===== src/design/uart_misc_cfg_pkg.sv =====
// Constants and types shared by the miscellaneous serial configuration bank
`default_nettype none
package uart_misc_cfg_pkg;

  // Index values held in the configuration index register
  localparam logic [7:0] IDX_RSV_A = 8'h03;
  localparam logic [7:0] IDX_MISC = 8'h04;
  localparam logic [7:0] IDX_RSV_B = 8'h05;
  localparam logic [7:0] IDX_RSV_C = 8'h06;
  localparam logic [7:0] IDX_AUTOPM = 8'h07;
  localparam logic [7:0] IDX_RSV_D = 8'h08;
  localparam logic [7:0] IDX_TEST = 8'h09;

  // Power-on values
  localparam logic [7:0] RST_RSV_A = 8'h70;
  localparam logic [7:0] RST_MISC = 8'h00;
  localparam logic [7:0] RST_RSV_B = 8'h00;
  localparam logic [7:0] RST_RSV_C = 8'hFF;
  localparam logic [7:0] RST_AUTOPM = 8'h00;
  localparam logic [7:0] RST_RSV_D = 8'h00;
  localparam logic [7:0] RST_TEST = 8'h00;
  localparam logic [7:0] DATA_ZERO = 8'h00;

  // Field positions in the serial misc clock select register
  localparam int MISC_PORT1_BIT = 4;
  localparam int MISC_PORT2_BIT = 5;
  localparam int MISC_RO_ZERO_BIT = 7;

  // Field positions in the auto power management register
  localparam int APM_UART3_BIT = 2;
  localparam int APM_UART4_BIT = 3;
  localparam int APM_UART2_BIT = 5;
  localparam int APM_UART1_BIT = 6;
  localparam int APM_HW_LO = 2;
  localparam int APM_HW_HI = 7;
  localparam int APM_KEEP_HI = 1;

  // Music rate: 16x sample ticks for 31.25 kbaud from the core clock
  localparam int CLK_HZ = 25_000_000;
  localparam int MUSIC_BAUD = 31_250;
  localparam int OVERSAMPLE = 16;
  localparam int MUSIC_DIV = (CLK_HZ + (MUSIC_BAUD * OVERSAMPLE) / 2) /
                             (MUSIC_BAUD * OVERSAMPLE);
  localparam logic [5:0] MUSIC_DIV_LAST = 6'(MUSIC_DIV - 1);
  localparam logic [5:0] MUSIC_CNT_ZERO = 6'h00;
  localparam logic [5:0] MUSIC_CNT_ONE = 6'h01;

  // One configuration port cycle from the host side decoder
  typedef struct packed {
    logic cfg_state;
    logic wr;
    logic rd;
    logic [7:0] idx;
    logic [7:0] data;
  } cfg_req_t;

  // Auto powerdown enables, one per serial port
  typedef struct packed {
    logic uart1;
    logic uart2;
    logic uart3;
    logic uart4;
  } autopd_t;

endpackage

`default_nettype wire


===== src/design/music_rate_gen.sv =====
// Free-running 16x sample tick generator for the music serial rate
`timescale 1ns/1ps
`default_nettype none

module music_rate_gen (
  // Clock and reset
  input wire logic core_clk,
  input wire logic rst,
  // Sample tick, one cycle wide
  output logic tick_r
);

  // Divider count; the division is exact at 25 MHz so the rate error is zero
  logic [5:0] cnt_r;

  // Divider counter wraps at the last count
  always_ff @(posedge core_clk or posedge rst) begin
    if (rst) begin
      cnt_r <= uart_misc_cfg_pkg::MUSIC_CNT_ZERO;
    end else if (cnt_r == uart_misc_cfg_pkg::MUSIC_DIV_LAST) begin
      cnt_r <= uart_misc_cfg_pkg::MUSIC_CNT_ZERO;
    end else begin
      cnt_r <= cnt_r + uart_misc_cfg_pkg::MUSIC_CNT_ONE;
    end
  end

  // Tick is registered so it leaves the module from a flop
  always_ff @(posedge core_clk or posedge rst) begin
    if (rst) begin
      tick_r <= 1'b0;
    end else begin
      tick_r <= (cnt_r == uart_misc_cfg_pkg::MUSIC_DIV_LAST);
    end
  end

endmodule

`default_nettype wire


===== src/design/uart_misc_config_regs.sv =====
// Indexed configuration registers 03h to 09h of the quad serial device
`timescale 1ns/1ps
`default_nettype none

module uart_misc_config_regs (
  // Clock and resets
  input wire logic core_clk,
  input wire logic rst,
  input wire logic hard_reset,
  // Configuration port cycle, same clock domain
  input wire uart_misc_cfg_pkg::cfg_req_t req,
  input wire logic lock_clear,
  // Read answer
  output logic [7:0] rd_data_r,
  output logic rd_ack_r,
  // Lock state
  output logic config_access_lock,
  // Clock selects and sample ticks to the serial ports
  output logic port1_music_clock_sel,
  output logic port2_music_clock_sel,
  input wire logic port1_std_tick,
  input wire logic port2_std_tick,
  output logic port1_rate_tick_r,
  output logic port2_rate_tick_r,
  // Auto powerdown enables and test bits
  output uart_misc_cfg_pkg::autopd_t autopd_en,
  output logic [7:0] test_bits
);

  // Register storage
  logic [7:0] misc_r; // Serial misc clock select
  logic [7:0] autopm_r; // Auto power management
  logic [7:0] test_r; // Test control four
  logic lock_r; // High while configuration access is allowed
  logic music_tick; // 16x tick at the music rate

  // True when a cycle may touch the given index
  function automatic logic hit(input uart_misc_cfg_pkg::cfg_req_t r,
                               input logic [7:0] idx,
                               input logic lk);
    hit = r.cfg_state && lk && (r.idx == idx);
  endfunction

  // Read value for an index; unknown indices return zero
  function automatic logic [7:0] read_mux(input logic [7:0] idx,
                                          input logic [7:0] misc,
                                          input logic [7:0] apm,
                                          input logic [7:0] tst);
    unique case (idx)
      uart_misc_cfg_pkg::IDX_RSV_A: read_mux = uart_misc_cfg_pkg::RST_RSV_A;
      uart_misc_cfg_pkg::IDX_MISC: read_mux = misc;
      uart_misc_cfg_pkg::IDX_RSV_B: read_mux = uart_misc_cfg_pkg::RST_RSV_B;
      uart_misc_cfg_pkg::IDX_RSV_C: read_mux = uart_misc_cfg_pkg::RST_RSV_C;
      uart_misc_cfg_pkg::IDX_AUTOPM: read_mux = apm;
      uart_misc_cfg_pkg::IDX_RSV_D: read_mux = uart_misc_cfg_pkg::RST_RSV_D;
      uart_misc_cfg_pkg::IDX_TEST: read_mux = tst;
      default: read_mux = uart_misc_cfg_pkg::DATA_ZERO;
    endcase
  endfunction

  // True when the index belongs to this bank
  function automatic logic ours(input logic [7:0] idx);
    ours = (idx >= uart_misc_cfg_pkg::IDX_RSV_A) &&
           (idx <= uart_misc_cfg_pkg::IDX_TEST);
  endfunction

  // Write strobes per stored register
  logic wr_misc;
  logic wr_apm;
  logic wr_test;
  logic rd_hit;
  assign wr_misc = req.wr && hit(req, uart_misc_cfg_pkg::IDX_MISC, lock_r);
  assign wr_apm = req.wr && hit(req, uart_misc_cfg_pkg::IDX_AUTOPM, lock_r);
  assign wr_test = req.wr && hit(req, uart_misc_cfg_pkg::IDX_TEST, lock_r);
  assign rd_hit = req.rd && req.cfg_state && lock_r && ours(req.idx);

  // Lock: once cleared, only a power-on or hard reset sets it again
  always_ff @(posedge core_clk or posedge rst) begin
    if (rst) begin
      lock_r <= 1'b1;
    end else if (hard_reset) begin
      lock_r <= 1'b1;
    end else if (lock_clear) begin
      lock_r <= 1'b0;
    end
  end

  // Misc clock select: power-on only; bit 7 always reads zero
  always_ff @(posedge core_clk or posedge rst) begin
    if (rst) begin
      misc_r <= uart_misc_cfg_pkg::RST_MISC;
    end else if (wr_misc) begin
      misc_r <= req.data;
      misc_r[uart_misc_cfg_pkg::MISC_RO_ZERO_BIT] <= 1'b0;
    end
  end

  // Auto power management: hard reset spares the low two bits
  always_ff @(posedge core_clk or posedge rst) begin
    if (rst) begin
      autopm_r <= uart_misc_cfg_pkg::RST_AUTOPM;
    end else if (hard_reset) begin
      autopm_r[uart_misc_cfg_pkg::APM_HW_HI:uart_misc_cfg_pkg::APM_HW_LO] <=
        uart_misc_cfg_pkg::RST_AUTOPM[uart_misc_cfg_pkg::APM_HW_HI:
                                      uart_misc_cfg_pkg::APM_HW_LO];
    end else if (wr_apm) begin
      autopm_r <= req.data;
    end
  end

  // Test register is stored but drives nothing inside this bank
  always_ff @(posedge core_clk or posedge rst) begin
    if (rst) begin
      test_r <= uart_misc_cfg_pkg::RST_TEST;
    end else if (wr_test) begin
      test_r <= req.data;
    end
  end

  // Read answer, one cycle after the strobe; data held until next read
  always_ff @(posedge core_clk or posedge rst) begin
    if (rst) begin
      rd_data_r <= uart_misc_cfg_pkg::DATA_ZERO;
      rd_ack_r <= 1'b0;
    end else begin
      rd_ack_r <= rd_hit;
      if (rd_hit) begin
        rd_data_r <= read_mux(req.idx, misc_r, autopm_r,
                              test_r);
      end
    end
  end

  // Register bits go straight out as levels
  assign config_access_lock = lock_r;
  assign port1_music_clock_sel = misc_r[uart_misc_cfg_pkg::MISC_PORT1_BIT];
  assign port2_music_clock_sel = misc_r[uart_misc_cfg_pkg::MISC_PORT2_BIT];
  assign autopd_en.uart1 = autopm_r[uart_misc_cfg_pkg::APM_UART1_BIT];
  assign autopd_en.uart2 = autopm_r[uart_misc_cfg_pkg::APM_UART2_BIT];
  assign autopd_en.uart3 = autopm_r[uart_misc_cfg_pkg::APM_UART3_BIT];
  assign autopd_en.uart4 =
    autopm_r[uart_misc_cfg_pkg::APM_UART4_BIT];
  assign test_bits = test_r;

  // Music rate source shared by both ports
  music_rate_gen u_music (
    .core_clk(core_clk),
    .rst(rst),
    .tick_r(music_tick)
  );

  // Per-port sample tick select; a switch mid-character garbles that char
  always_ff @(posedge core_clk or posedge rst) begin
    if (rst) begin
      port1_rate_tick_r <= 1'b0;
      port2_rate_tick_r <= 1'b0;
    end else begin
      port1_rate_tick_r <= port1_music_clock_sel ? music_tick
                                                 : port1_std_tick;
      port2_rate_tick_r <= port2_music_clock_sel ? music_tick
                                                 : port2_std_tick;
    end
  end

  // Helper: cycles since the last music tick, for the rate check
  logic [5:0] gap_r;
  logic gap_seen_r;
  always_ff @(posedge core_clk or posedge rst) begin
    if (rst) begin
      gap_r <= uart_misc_cfg_pkg::MUSIC_CNT_ZERO;
      gap_seen_r <= 1'b0;
    end else if (music_tick) begin
      gap_r <= uart_misc_cfg_pkg::MUSIC_CNT_ZERO;
      gap_seen_r <= 1'b1;
    end else begin
      gap_r <= gap_r + uart_misc_cfg_pkg::MUSIC_CNT_ONE;
    end
  end

  // Read of index 03 returns its fixed value
  property p_rsv_a_read;
    @(posedge core_clk) disable iff (rst)
      rd_ack_r && ($past(req.idx) == uart_misc_cfg_pkg::IDX_RSV_A)
      |-> rd_data_r == uart_misc_cfg_pkg::RST_RSV_A;
  endproperty
  a_rsv_a_read: assert property (p_rsv_a_read)
    else $error("index 03 read wrong value");

  // Read of index 05 returns zero
  property p_rsv_b_read;
    @(posedge core_clk) disable iff (rst)
      rd_ack_r && ($past(req.idx) == uart_misc_cfg_pkg::IDX_RSV_B)
      |-> rd_data_r == uart_misc_cfg_pkg::RST_RSV_B;
  endproperty
  a_rsv_b_read: assert property (p_rsv_b_read)
    else $error("index 05 read wrong value");

  // Read of index 06 returns all ones, even after a write to it
  property p_rsv_c_read;
    @(posedge core_clk) disable iff (rst)
      req.rd && req.cfg_state && lock_r &&
      (req.idx == uart_misc_cfg_pkg::IDX_RSV_C)
      |=> rd_ack_r && (rd_data_r == uart_misc_cfg_pkg::RST_RSV_C);
  endproperty
  a_rsv_c_read: assert property (p_rsv_c_read)
    else $error("index 06 read wrong value");

  // Read of index 08 returns zero
  property p_rsv_d_read;
    @(posedge core_clk) disable iff (rst)
      rd_ack_r && ($past(req.idx) == uart_misc_cfg_pkg::IDX_RSV_D)
      |-> rd_data_r == uart_misc_cfg_pkg::RST_RSV_D;
  endproperty
  a_rsv_d_read: assert property (p_rsv_d_read)
    else $error("index 08 read wrong value");

  // Writes outside the configuration state leave the misc register alone
  property p_misc_gate;
    @(posedge core_clk) disable iff (rst)
      req.wr && !req.cfg_state |=> $stable(misc_r);
  endproperty
  a_misc_gate: assert property (p_misc_gate)
    else $error("misc register written outside config state");

  // Accepted misc write reaches both clock select outputs next cycle
  property p_misc_sel;
    @(posedge core_clk) disable iff (rst)
      wr_misc |=>
      (port1_music_clock_sel == $past(req.data[4])) &&
      (port2_music_clock_sel == $past(req.data[5]));
  endproperty
  a_misc_sel: assert property (p_misc_sel)
    else $error("clock select did not follow write");

  // Music ticks come exactly one divider period apart
  property p_music_rate;
    @(posedge core_clk) disable iff (rst)
      music_tick && gap_seen_r |-> gap_r == uart_misc_cfg_pkg::MUSIC_DIV_LAST;
  endproperty
  a_music_rate: assert property (p_music_rate)
    else $error("music tick period wrong");

  // With port 1 on music rate its tick follows the music source
  property p_port1_follow;
    @(posedge core_clk) disable iff (rst)
      port1_music_clock_sel && music_tick ##1 port1_music_clock_sel
      |-> port1_rate_tick_r;
  endproperty
  a_port1_follow: assert property (p_port1_follow)
    else $error("port 1 tick not from music source");

  // With port 2 on music rate its tick is the music tick a cycle late
  property p_port2_follow;
    @(posedge core_clk) disable iff (rst)
      port2_music_clock_sel |=> port2_rate_tick_r == $past(music_tick);
  endproperty
  a_port2_follow: assert property (p_port2_follow)
    else $error("port 2 tick not from music source");

  // With the music rate off, port 1 passes its standard tick a cycle late
  property p_port1_std;
    @(posedge core_clk) disable iff (rst)
      !port1_music_clock_sel |=> port1_rate_tick_r == $past(port1_std_tick);
  endproperty
  a_port1_std: assert property (p_port1_std)
    else $error("port 1 standard tick not passed");

  // A read that is not allowed gets no answer and leaves the data alone,
  // so software polling a locked bank sees stale data, never garbage
  property p_rd_refused;
    @(posedge core_clk) disable iff (rst)
      !(req.rd && req.cfg_state && lock_r) |=>
      !rd_ack_r && $stable(rd_data_r);
  endproperty
  a_rd_refused: assert property (p_rd_refused)
    else $error("refused read answered or changed read data");

  // Power management writes outside config state are dropped
  property p_apm_gate;
    @(posedge core_clk) disable iff (rst)
      req.wr && !req.cfg_state && !hard_reset |=> $stable(autopm_r);
  endproperty
  a_apm_gate: assert property (p_apm_gate)
    else $error("power register written outside config state");

  // Accepted power write drives all four enables next cycle
  property p_apm_bits;
    @(posedge core_clk) disable iff (rst)
      wr_apm && !hard_reset |=>
      (autopd_en == {$past(req.data[6]), $past(req.data[5]),
                     $past(req.data[2]), $past(req.data[3])});
  endproperty
  a_apm_bits: assert property (p_apm_bits)
    else $error("powerdown enables do not match write");

  // Hard reset clears the upper six bits and keeps the lower two
  property p_apm_hard;
    @(posedge core_clk) disable iff (rst)
      hard_reset |=>
      (autopm_r[7:2] == 6'h00) && (autopm_r[1:0] == $past(autopm_r[1:0]));
  endproperty
  a_apm_hard: assert property (p_apm_hard)
    else $error("hard reset handled power register wrongly");

  // Test register takes an accepted write, otherwise holds
  property p_test_wr;
    @(posedge core_clk) disable iff (rst)
      req.wr && (req.idx == uart_misc_cfg_pkg::IDX_TEST)
      |=> test_r == ($past(wr_test) ? $past(req.data) : $past(test_r));
  endproperty
  a_test_wr: assert property (p_test_wr)
    else $error("test register write gating wrong");

  // Cleared lock freezes every register and stays clear without reset
  property p_lock_block;
    @(posedge core_clk) disable iff (rst)
      !lock_r && !hard_reset |=>
      !lock_r && $stable(misc_r) && $stable(autopm_r) && $stable(test_r)
      && !rd_ack_r;
  endproperty
  a_lock_block: assert property (p_lock_block)
    else $error("access passed while lock cleared");

  // Main scenarios
  c_music_on: cover property (@(posedge core_clk) disable iff (rst)
    wr_misc && req.data[4] ##1 port1_music_clock_sel);
  c_hard_reset: cover property (@(posedge core_clk) disable iff (rst)
    autopm_r[1] ##1 hard_reset ##1 autopm_r[1]);
  c_locked_wr: cover property (@(posedge core_clk) disable iff (rst)
    !lock_r && req.wr && req.cfg_state);
  c_apm_on: cover property (@(posedge core_clk) disable iff (rst)
    wr_apm ##1 autopd_en.uart1);

endmodule

`default_nettype wire


===== config.mk =====
export PLATFORM = sky130hd
export DESIGN_NAME = uart_misc_config_regs
export DESIGN_NICKNAME = d
export VERILOG_FILES = /design/src/design/uart_misc_cfg_pkg.sv /design/src/design/music_rate_gen.sv /design/src/design/uart_misc_config_regs.sv
export SDC_FILE = /design/constraint.sdc
export NUM_CORES = 1
export LEC_CHECK = 0
export BUFFER_PORTS_ARGS = -buffer_cell sky130_fd_sc_hd__buf_2
export CAP_MARGIN = 10
export CORE_ASPECT_RATIO = 2
export CORE_MARGIN = 5
export CORE_UTILIZATION = 40
export CTS_CLUSTER_DIAMETER = 200
export DETAILED_ROUTE_END_ITERATION = 10
export PLACE_DENSITY_LB_ADDON = 0.2
export SLEW_MARGIN = 5
export SYNTH_ARGS = -nofsm -noshare
export SYNTH_HDL_FRONTEND = slang
export SYNTH_SLANG_ARGS = --single-unit

===== constraint.sdc =====
create_clock -name core_clk -period 2.27 [get_ports core_clk]
set_clock_uncertainty 0.15 [all_clocks]
set_input_delay 0 -clock core_clk [delete_from_list [all_inputs] [get_ports core_clk]]
set_output_delay 0 -clock core_clk [all_outputs]
set_load 0.01 [all_outputs]

After elaboration in Yosys (flattened, before gate mapping)
Index checks and enable logic that the tools add are counted.
{ "totals": {"register_bits": 42, "word_cells": 43} }
{ "classes": {"bitwise_logic": 1, "eq_ne": 6, "reduce_logical": 14, "n_mux": 8, "addsub": 1, "n_lt_le_gt_ge": 2} }
{ "ops": {"columns": ["op", "count"], "rows": [
  ["$pmux W8 S5", 1],
  ["$eq A8 B3 Y1 const B", 3],
  ["$mux W6", 2],
  ["$logic_and A1 B1 Y1", 11],
  ["$eq A8 B2 Y1 const B", 1],
  ["$eq A8 B4 Y1 const B", 1],
  ["$ge A8 B2 Y1 const B", 1],
  ["$le A8 B4 Y1 const B", 1],
  ["$mux W8", 1],
  ["$add A6 B1 Y6 const B", 1],
  ["$eq A6 B6 Y1 const B", 1],
  ["$mux W1", 4],
  ["$reduce_bool A2 Y1", 2],
  ["$reduce_and A2 Y1", 1],
  ["$not A1 Y1", 1]
]} }

Logic depth before layout (Yosys ltp)
Gate-level depths: netlist of run 1.
{ "logic_depth": {"depth_word": 5, "depth_mapped": 6, "ltp_nobuf": 5} }

Modules after synthesis
From an unflattened synthesis of run 1, not the netlist that was laid out.
{ "unflattened": {"cells_unflattened": 171, "area_unflattened_um2": 1998.2} }
{ "modules_own_cells": {"columns": ["module", "instances", "cells_each", "area_each_um2"], "rows": [
  ["uart_misc_config_regs", 1, 144, 1682.9],
  ["music_rate_gen", 1, 27, 315.3]
]} }

Least setup slack after synthesis of run 1
Ideal clock, no wire load.
{ "synth_path": {"path_type": "register -> register", "startpoint": "register lock_r (netlist: config_access_lock)", "endpoint": "register autopm_r[0]", "stages_incl_launch_ff": 5, "arrival_time_ns": 1.462, "slack_ns": 0.533, "path_cell_list": "dfstp_2 > and2_1 > nand4_2 > nor2_1 > mux2_2"} }
{ "synth_between": {"elab_chain_cells": 4} }
{ "synth_lines": {"columns": ["item", "line_no", "rtl"], "rows": [
  ["from (decl)", "uart_misc_config_regs.sv:34", "logic lock_r;"],
  ["from (signal assigned)", "uart_misc_config_regs.sv:80", "lock_r <= 1'b1;"],
  ["from (signal assigned)", "uart_misc_config_regs.sv:82", "lock_r <= 1'b1;"],
  ["from (signal assigned)", "uart_misc_config_regs.sv:84", "lock_r <= 1'b0;"],
  ["$logic_and A1 B1 Y1 (2 in a row)", "uart_misc_config_regs.sv:41", "hit = r.cfg_state && lk && (r.idx == idx);"],
  ["$logic_and A1 B1 Y1", "uart_misc_config_regs.sv:73", "assign wr_apm = req.wr && hit(req, uart_misc_cfg_pkg::IDX_AUTOPM, lock_r);"],
  ["$reduce_and A2 Y1 (no source line)", null, null],
  ["to (signal assigned)", "uart_misc_config_regs.sv:101", "autopm_r <= uart_misc_cfg_pkg::RST_AUTOPM;"],
  ["to (signal, indexed assignment)", "uart_misc_config_regs.sv:103", "autopm_r[uart_misc_cfg_pkg::APM_HW_HI:uart_misc_cfg_pkg::APM_HW_LO] <="],
  ["to (signal assigned)", "uart_misc_config_regs.sv:107", "autopm_r <= req.data;"],
  ["to (decl)", "uart_misc_config_regs.sv:32", "logic [7:0] autopm_r;"]
]} }
No other way between the ends.
A chain may end at the register's enable or synchronous reset.

Worst setup path in the final report of run 1
{ "layout_path": {"startpoint": "register lock_r (netlist: config_access_lock)", "endpoint": "register misc_r[0]"} }
{ "layout_between": {"elab_chain_cells": 3} }
{ "layout_lines": {"columns": ["item", "line_no", "rtl"], "rows": [
  ["$logic_and A1 B1 Y1 (2 in a row)", "uart_misc_config_regs.sv:41", null],
  ["$logic_and A1 B1 Y1", "uart_misc_config_regs.sv:72", "assign wr_misc = req.wr && hit(req, uart_misc_cfg_pkg::IDX_MISC, lock_r);"],
  ["to (signal assigned)", "uart_misc_config_regs.sv:91", "misc_r <= uart_misc_cfg_pkg::RST_MISC;"],
  ["to (signal assigned)", "uart_misc_config_regs.sv:93", "misc_r <= req.data;"],
  ["to (decl)", "uart_misc_config_regs.sv:31", "logic [7:0] misc_r;"]
]} }
No other way between the ends.

==> results of run 1 <==
[metrics by stage]
step                power [mW]    util  hold slack (ns)  area [µm²]  worst slack [ns]
finish                   1.360  0.5140          0.01977        2477            0.5110
global route             1.427  0.5140          0.02281        2477            0.4041
CTS                      1.387  0.5140          0.01686        2477            0.4891
detailed placement      0.8915  0.4670          0.01216        2251            0.5077
global placement        0.8903  0.4670         0.008684        2251            0.5310
floorplan               0.8353       -        0.0004493        1974            0.5330
[layer usage]
layer	vias to the layer above	track usage
met4	0	0.06973
met5	-	0
li1	713	-
met3	7	0.03173
met2	48	0.2748
met1	711	0.1868
[synthesized netlist by cell type, drive strengths merged]
cell,count
mux2,19
o21ai,3
and2,2
inv,6
and4b,1
nand4b,1
o221ai,4
a311o,1
nor3b,1
nand3,9
dfrtp,41
nor4b,1
a21o,1
nor2,21
xnor2,3
ha,2
and3b,1
or3b,1
mux2i,6
nor4,1
and3,1
dfstp,1
nand4,1
a22o,8
a21boi,1
clkbuf,3
o31ai,3
nor4bb,1
buf,7
a21oi,4
nand2,11
xor2,1
[flip-flops by register name, indices dropped and copies added, names as in the netlist]
register	count
autopm_r	8
config_access_lock	1
misc_r	7
port1_rate_tick_r	1
port2_rate_tick_r	1
rd_ack_r	1
rd_data_r	8
test_bits	8
u_music.cnt_r	6
u_music.tick_r	1
[power breakdown]
part           internal, mW  leakage [nW]  switching, mW
registers             0.758         0.564        0.00578
clock network         0.217        0.0452          0.251
logic                0.0583         0.690         0.0697
[layout make-up]
class                   count  area (µm²)  area share
multi-input cells         109       839.6      0.3389
well taps                  57       71.32     0.02879
repair buffers             66       405.4      0.1636
flip-flops and latches     42        1052      0.4247
inverters                   6       22.52    0.009091
clock buffers               6       72.57     0.02929
clock inverters             2       13.76    0.005556
[worst max-delay path, stage by stage (launching register included)]
cell	delay (ns)
dfstp_2	0.54
and2_1	0.15
and2_1	0.26
nand3_2	0.23
mux2_2	0.32
[path summary, 6_finish.rpt]
check / from / to / slack, ns / cells after the start
hold / removal: req[17] / test_bits[6] / 0.02 / 3
setup / recovery: config_access_lock / misc_r[0] / 0.51 / 4
min in group asynchronous: rst / autopm_r[1] / 0.23 / 4
setup reg to reg: config_access_lock / misc_r[0] / 0.51 / 4
max in group asynchronous: rst / config_access_lock / 1.37 / 4
hold reg to reg: rd_data_r[0] / rd_data_r[0] / 0.35 / 1
[what timing repair did]
action,in CTS,in global routing
gates resized for setup,0,0
hold endpoints to repair,68,0
hold buffers,14,0
setup buffers,0,0
[logic make-up (layout without fill, tap and decap cells)]
logic type / count (synthesis) / in the layout / synth area share
compound gates: 25 / 25 / 0.09506
simple gates: 53 / 53 / 0.1610
mux: 25 / 25 / 0.1388
xor+xnor: 4 / 4 / 0.01775
fa+ha+maj: 2 / 2 / 0.01267
flops: 42 / 42 / 0.5330
buf+inv: 16 / 80 / 0.04183
==> key figures, run 1 <==
Die
  – Die Y: 109.4 µm
  – Core area: 4820 µm²
  – Die Span X: 59.68 µm
  – Rows: 36
  – I/O pin total: 51
  – Initial Util: 0.4097
  – Die area: between 6000 and 7000 µm²

CTS
  – Root Buffer: clkbuf_8
  – Num Clock Sinks: 42
  – Reg clk slew, reported paths: 0.08 ns
  – Clk_lat worst skew: 0.29 ns
  – H-Tree Depth: 2
  – CTS Buf Count: 5
  – Longest Clk Path Bufs: 2
  – CTS tree: yes

Cells and area
  – Nets: approximately 260
  – Layout area overhead: 25.48%
  – Layout Cells excl Fill: 288
  – Fraction of layout cells with a size suffix above 1: 0.3680
  – FILL cells: between 400 and 500
  – Diodes inserted: 0
  – Most common cell after layout, fill and taps aside: buf_2
  – Commonest non-fill, non-tap cells in the layout: 50 x buf_2, 41 x dfrtp_1, 21 x nor2_1

Power and ir drop
  – Peak supply drop: 0.0004631 V
  – LEAKAGE: 1.300 nW
  – Pwr per Cell Area: 549.0 nW/µm²

Synth
  – Synthesized area: 1974 µm²
  – Post-synthesis register bit count: 42
  – Synth top area cells: dfrtp_1 52%, mux2_2 11%, nor2_1 4.0%
  – Synth Net Count: 194
  – Synth cell types: 36
  – Synthesized instance count: 167
  – Sequential fraction of the synthesis area: 0.5330
  – Largest area contributor in the netlist: dfrtp_1
  – Synth warn: 0
  – Syn Area/Cell: 11.82 µm²
  – Share of the synthesized area in the top cell type: 0.5196

Timing
  – # setup viols final: 0
  – RSZ-0062 raised after global routing: no
  – Fin crit share: 0.7749
  – Relative slew slack: 0.6467
  – Worst Max-Slew Pin Slew: 0.5300 ns
  – Fmax: roughly 0.57 GHz
  – Max-slew violations: 0
  – Setup TNS: 0 ns
  – Final Hold Fails: 0
  – Final worst path period need: 1.759 ns

Route
  – Average routed wire per standard cell: 15.84 µm
  – Routed WL: 4.563 mm
  – Drt drc: 0
  – WL met3: 271 µm
  – Iter 0 DRT Violations: 20
  – Via count: between 1000 and 1500
  – Via/cell ratio: 5.135
  – Met1 wire length: 1.635 mm
  – ANT nets after route: 0
  – DR top layer: met4
  – Met2 WL post-DR: 2.564 mm
  – Pre-antenna DRT Iters: 4

Placement
  – Dpl hpwl: around 3.5 mm
  – PortBufs: 50
  – GPL Wtd Cong: 0.7515
  – DP Cell Count: 266

GRT
  – Largest net degree at the start of global routing: 43
  – First-pass GRT wire length: a little under 8 mm
  – Global route overflow: 0
  – Initial antenna violation count: 0
  – Total Routing Usage GR: 0.1599
  – Vias in the first global route: 1591

Critical path
  – Max Fanout on Critical Path: 7
  – Worst EP arrival: roughly 1.8 ns
  – Worst path required time: 2.30 ns
  – Startpoint Class: flip-flop
  – Critical setup path kind: reg -> reg
  – CP Capture Type: flip-flop

Status
  – Status: finished clean

Hold path
  – HP Class: in -> reg

Job
  – Max Cap Viol: 0
(Power assumes the default switching activity.)
==> run 2, diff against run 1 <==
- clock period: 2.27 -> 1.48 ns (I/O delays scaled with it)
==> run 2 against run 1 <==
The run now ends with negative setup slack left. Routed wire length is 1.4% higher. Critical path type unchanged. Critical path depth up 1. Global-route usage fell by 0.36 points. Critical endpoint is now autopm_r[0]. Worst setup slack lost 0.62 ns.
==> key figures, run 2 (synthesis gave the netlist of run 1 again) <==
Cells and area
  – Layout area overhead: 36.57%
  – Layout Cells excl Fill: 304
  – Nets: 273
  – Fraction of layout cells with a size suffix above 1: 0.4251
  – Commonest non-fill, non-tap cells in the layout: 50 x buf_2, 41 x dfrtp_1, 20 x nor2_1
  – Most common cell after layout, fill and taps aside: buf_2
  – Diodes inserted: 0
  – Design area: around 2700 µm²

Critical path
  – Worst EP arrival: 1.62 ns
  – Startpoint Class: flip-flop
  – Worst path required time: 1.51 ns
  – Critical setup path kind: reg -> reg
  – CP Capture Type: flip-flop
  – Max Fanout on Critical Path: 2
  – FF-to-FF setup slack: -0.11 ns

Placement
  – GPL Wtd Cong: 0.8221
  – DP Area: 2419 µm²
  – DP Cell Count: 281
  – PortBufs: 50
  – Dpl hpwl: 3.519 mm

Timing
  – Max-slew violations: 0
  – Worst Max-Slew Pin Slew: 0.4098 ns
  – Final worst path period need: 1.587 ns
  – RSZ-0062 raised after global routing: yes
  – Fmax: roughly 0.63 GHz
  – Final worst slack: -0.1072 ns
  – Hold Slack: about 0.017 ns
  – # setup viols final: 31
  – Fin crit share: 1.072
  – Setup TNS: -1.712 ns
  – Relative slew slack: 0.7239
  – Final Hold Fails: 0

Die
  – Die area: ~6500 µm²
  – Initial Util: 0.4097
  – Die Span X: 59.68 µm
  – Core area: 4820 µm²
  – Rows: 36
  – I/O pin total: 51
  – Die Y: between 100 and 150 µm

GRT
  – Vias in the first global route: 1565
  – Total Routing Usage GR: 0.1564
  – First-pass GRT wire length: roughly 7.7 mm
  – Global route overflow: 0
  – Initial antenna violation count: 0
  – Largest net degree at the start of global routing: 43

Route
  – Routed WL: 4.625 mm
  – Via/cell ratio: slightly above 5
  – Pre-antenna DRT Iters: 4
  – Iter 0 DRT Violations: 35
  – ANT nets after route: 0
  – Via count: between 1500 and 2000
  – Drt drc: 0
  – Average routed wire per standard cell: ~15 µm

Hold path
  – HP Class: in -> reg

CTS
  – H-Tree Depth: 2
  – Reg clk slew, reported paths: roughly 0.080 ns
  – Clk_lat worst skew: 0.29 ns
  – Longest Clk Path Bufs: 2
  – Root Buffer: clkbuf_8
  – Num Clock Sinks: 42
  – CTS Buf Count: 5
  – CTS tree: yes

Job
  – Max Cap Viol: 0

Power and ir drop
  – Overall power: roughly 2.3 mW
  – Peak supply drop: about 0.00076 V
  – LEAKAGE: between 1 and 1.5 nW
  – Pwr per Cell Area: 855.3 nW/µm²

Status
  – Status: finished, violations left
  – Failing checks: negative setup slack
==> run 2: cell types whose count changed in the layout (fill, tap and decap cells not counted), moves of 2 or more <==
cell,previous run,this run
nand3_4,1,3
mux2_4,0,2
buf_12,0,2
mux2_2,19,17
buf_4,2,14
nand3_2,2,0
and2_1,2,0
and2_4,0,2
buf_6,0,2
==> run 2: per-stage QoR <==
stage / utilization / worst slack, ns
detailed placement: 0.5018 / -0.2429
CTS: 0.5556 / -0.1166
finish: 0.5595 / -0.1072
global placement: 0.5018 / -0.2225
floorplan: - / -0.1486
global route: 0.5595 / -0.1514
==> run 2: cell type report <==
type,instances,area [µm²]
clock buffers,5,68.82
clock inverters,3,40.04
repair buffers,82,558.0
flip-flops and latches,42,1052
multi-input cells,109,883.3
inverters,6,22.52
fillers,439,2123
well taps,57,71.32
==> run 2: per-layer routing <==
layer | part of all wire | GRT usage | wire length (µm)
met1 | 0.37 | 0.1800 | 1709
met2 | 0.55 | 0.2678 | 2537
met3 | 0.057 | 0.03173 | 265
met4 | 0.024 | 0.07448 | 112
met5 | 0 | 0 | 0
==> run 2: repair_timing <==
action                                 CTS  global route
pin swaps                                2             3
hold buffers                            14             0
endpoints found under the hold margin   69             0
resized for setup                        4             2
setup endpoints to repair               32            31
buffers inserted                         0             1
==> run 2: path summary, 6_finish.rpt <==
kind,startpoint,endpoint,depth (start not counted)
min,req[17],misc_r[5],3
max,config_access_lock,autopm_r[0],5
max in group asynchronous,rst,config_access_lock,4
min in group asynchronous,rst,test_bits[0],4
max reg2reg,config_access_lock,autopm_r[0],5
min reg2reg,u_music.cnt_r[0],u_music.cnt_r[0],1
==> run 2: where the power goes <==
group	internal [mW]	switching, mW
combinational	0.117	0.118
sequential	1.16	0.00857
clock	0.497	0.403
==> run 2: critical path, cell delays in order (launching register included) <==
cell	delay, ns
dfstp_2	0.53
and2_4	0.13
buf_4	0.11
nand4_4	0.09
nor2_4	0.14
mux2_4	0.31
==> run 3, diff against run 2 <==
- ABC_AREA: default -> 1
==> run 3 against run 2 <==
The run still ends with negative setup slack left. Via count grew 24%. First-iteration DRC count grew 57%. Critical path depth up 4. Combinational power grew 6%. Maximum frequency grew 4.7%. Core utilization grew 0.59 points. Sequential share of layout area shrank 2.8 points. Critical endpoint is now rd_data_r[3]. Largest cell class unchanged. Largest power group unchanged.
==> key figures, run 3 <==
Cells and area
  – Commonest non-fill, non-tap cells in the layout: 50 x buf_2, 41 x dfrtp_1, 34 x nand2_1, 34 x nand3_1
  – Nets: 347
  – Layout Utilization: 0.5654
  – Layout area overhead: 38.88%
  – Fraction of layout cells with a size suffix above 1: 0.3801
  – Layout Cells excl Fill: 379
  – FILL cells: 482
  – Diodes inserted: 0
  – Most common cell after layout, fill and taps aside: buf_2

Power and ir drop
  – Pwr per Cell Area: 796.9 nW/µm²
  – Sequential share of power: 0.507
  – Logic gate share of total power: 0.108
  – P_int: around 1.8 mW
  – Sw Pwr: 0.5374 mW
  – Clk network pwr share: 0.385
  – Overall power: 2.315 mW
  – Sw Ratio: 0.2321
  – LEAKAGE: 1.482 nW
  – Peak supply drop: 0.0008727 V

Critical path
  – CP Capture Type: flip-flop
  – Critical setup path kind: reg -> reg
  – Worst R2R End: rd_data_r[3]
  – FF-to-FF setup slack: -0.04 ns
  – Worst path required time: 1.52 ns
  – R2R cell count: 9
  – Worst r2r src: config_access_lock
  – Setup crit start: config_access_lock
  – Worst EP arrival: 1.55 ns
  – Worst setup path endpoint: rd_data_r[3]
  – Max Fanout on Critical Path: 8
  – Startpoint Class: flip-flop

Placement
  – DP Cell Count: 350
  – Dpl hpwl: 3.931 mm
  – PortBufs: 50
  – GPL Wtd Cong: 0.8541
  – Pre-CTS setup slack: -0.09749 ns

Job
  – Max Cap Viol: 0

Die
  – I/O pin total: 51
  – Initial Util: 0.4071
  – Core area: 5139 µm²
  – Die area: 6864 µm²
  – Rows: 37
  – Die Y: ~110 µm
  – Die Span X: 61.14 µm

Synth
  – Syn Area/Cell: 8.717 µm²
  – Synthesized instance count: 240
  – Share of the synthesized area in the top cell type: 0.4904
  – Commonest cells post-synth: 57 x nand2_1, 41 x dfrtp_1, 35 x nand3_1
  – Synth Net Count: 267
  – Most numerous cell in the Yosys netlist: nand2_1
  – Largest area contributor in the netlist: dfrtp_1
  – Synthesized area: 2092 µm²
  – Sequential fraction of the synthesis area: 0.5030
  – Post-synthesis register bit count: 42
  – Async S/R FF share, synth: 1.000
  – Synth warn: 0
  – Synth top area cells: dfrtp_1 49%, nand2_1 10%, nand3_1 8.4%
  – Synth cell types: 29
  – Number of synthesized flops with an enable pin: 0
  – Ys flop type: dfrtp_1

Route
  – Iter 0 DRT Violations: 55
  – Via/cell ratio: 5.013
  – Drt drc: 0
  – Routed WL: 5.501 mm
  – Average routed wire per standard cell: 14.51 µm
  – Pre-antenna DRT Iters: 4
  – ANT nets after route: 0
  – Via count: between 1500 and 2000

Hold path
  – HP Class: in -> reg
  – Hold Path Stages: 4

GRT
  – Largest net degree at the start of global routing: 43
  – First-pass GRT wire length: between 9 and 10 mm
  – Vias in the first global route: roughly 1900
  – Initial antenna violation count: 0
  – Total Routing Usage GR: 0.1789
  – Global route overflow: 0

CTS
  – Clk_lat worst skew: 0.29 ns
  – Longest Clk Path Bufs: 2
  – H-Tree Depth: 2
  – CTS Buf Count: 5
  – CTS tree: yes
  – Num Clock Sinks: 42
  – Reg clk slew, reported paths: roughly 0.080 ns
  – Root Buffer: clkbuf_8

Status
  – Status: finished, violations left
  – Failing checks: negative setup slack

Timing
  – # setup viols final: 13
  – Max-slew violations: 0
  – Fin crit share: 1.024
  – Setup TNS: -0.2794 ns
  – Final Hold Fails: 0
  – Final worst path period need: 1.516 ns
  – RSZ-0062 raised after global routing: yes
  – Final worst slack: -0.03600 ns
  – Worst Max-Slew Pin Slew: 0.3979 ns
  – Relative slew slack: 0.7339
  – Fmax: approximately 0.66 GHz
[run 3: power groups by stage]
stage          combinational [mW]  clock (mW)  sequential (mW)
6_report                    0.250       0.892             1.17
5_1_grt                     0.278       0.958             1.17
4_1_cts                     0.248       0.906             1.17
3_5_place_dp                0.193           0             1.19
3_3_place_gp                0.190           0             1.19
2_1_floorplan              0.0971           0             1.20
[run 3: timing repair]
item / in CTS / in global routing
setup buffers: 1 / 0
gates resized for setup: 15 / 30
hold buffers: 18 / 0
hold endpoints to repair: 69 / 0
cloned: 2 / 0
pin swaps: 5 / 12
endpoints found under the setup margin: 31 / 31
[run 3: how the worst min path moves through the flow]
| stage | from | endpoint | slack [ns] |
|---|---|---|---|
| 2_1_floorplan | lock_clear | config_access_lock | -0.08 |
| 3_3_place_gp | rst | test_bits[1] | -0.08 |
| 3_5_place_dp | rst | test_bits[1] | -0.07 |
| 4_1_cts | req[10] | rd_ack_r | 0.02 |
| 5_1_grt | req[9] | test_bits[2] | 0.05 |
| 6_report | req[10] | rd_ack_r | 0.03 |
[run 3: critical path, stage by stage, from the launching register on]
cell	delay, ns
dfstp_2	0.56
nand2_4	0.06
buf_6	0.12
inv_4	0.05
nand2_4	0.04
inv_2	0.05
nand4_1	0.08
buf_6	0.19
nand2_2	0.06
nand2_1	0.05
[run 3: per-layer routing]
metal / track usage / vias to the layer above / share of wire / wire length [µm]
li1: - / 955 / - / -
met1: 0.1896 / 899 / 0.37 / 2013
met2: 0.3416 / 37 / 0.58 / 3195
met3: 0.02647 / 9 / 0.035 / 193
met4: 0.04776 / 0 / 0.018 / 98
met5: 0 / - / 0 / 0
[run 3: area by class of cell]
class / instances / area (µm²) / area share
sequential: 42 / 1052 / 0.3622
multi-input combinational: 166 / 1025 / 0.3527
timing repair buffer: 80 / 553.0 / 0.1904
inverter: 25 / 96.34 / 0.03316
clock buffer: 7 / 76.32 / 0.02627
tap: 58 / 72.57 / 0.02498
clock inverter: 1 / 30.03 / 0.01034
[run 3: kinds of logic (layout without fill, tap and decap cells)]
| kind of cell | count (synthesis) | after routing | share of synthesized area |
|---|---|---|---|
| buffers and inverters | 34 | 113 | 0.07835 |
| AO/OA/AOI/OAI | 28 | 28 | 0.08253 |
| adder cells (fa/ha/maj) | 2 | 2 | 0.01196 |
| XOR/XNOR | 2 | 2 | 0.008375 |
| flip-flops | 42 | 42 | 0.5030 |
| multiplexers | 2 | 2 | 0.01076 |
| AND/OR/NAND/NOR | 130 | 132 | 0.3050 |
[run 3: through the flow]
step                hold WS (ns)  cell area [µm²]
floorplan               -0.07598             2100
finish                   0.02845             2905
CTS                      0.02391             2836
detailed placement      -0.06965             2447
global placement        -0.07563             2447
global route             0.05252             2905
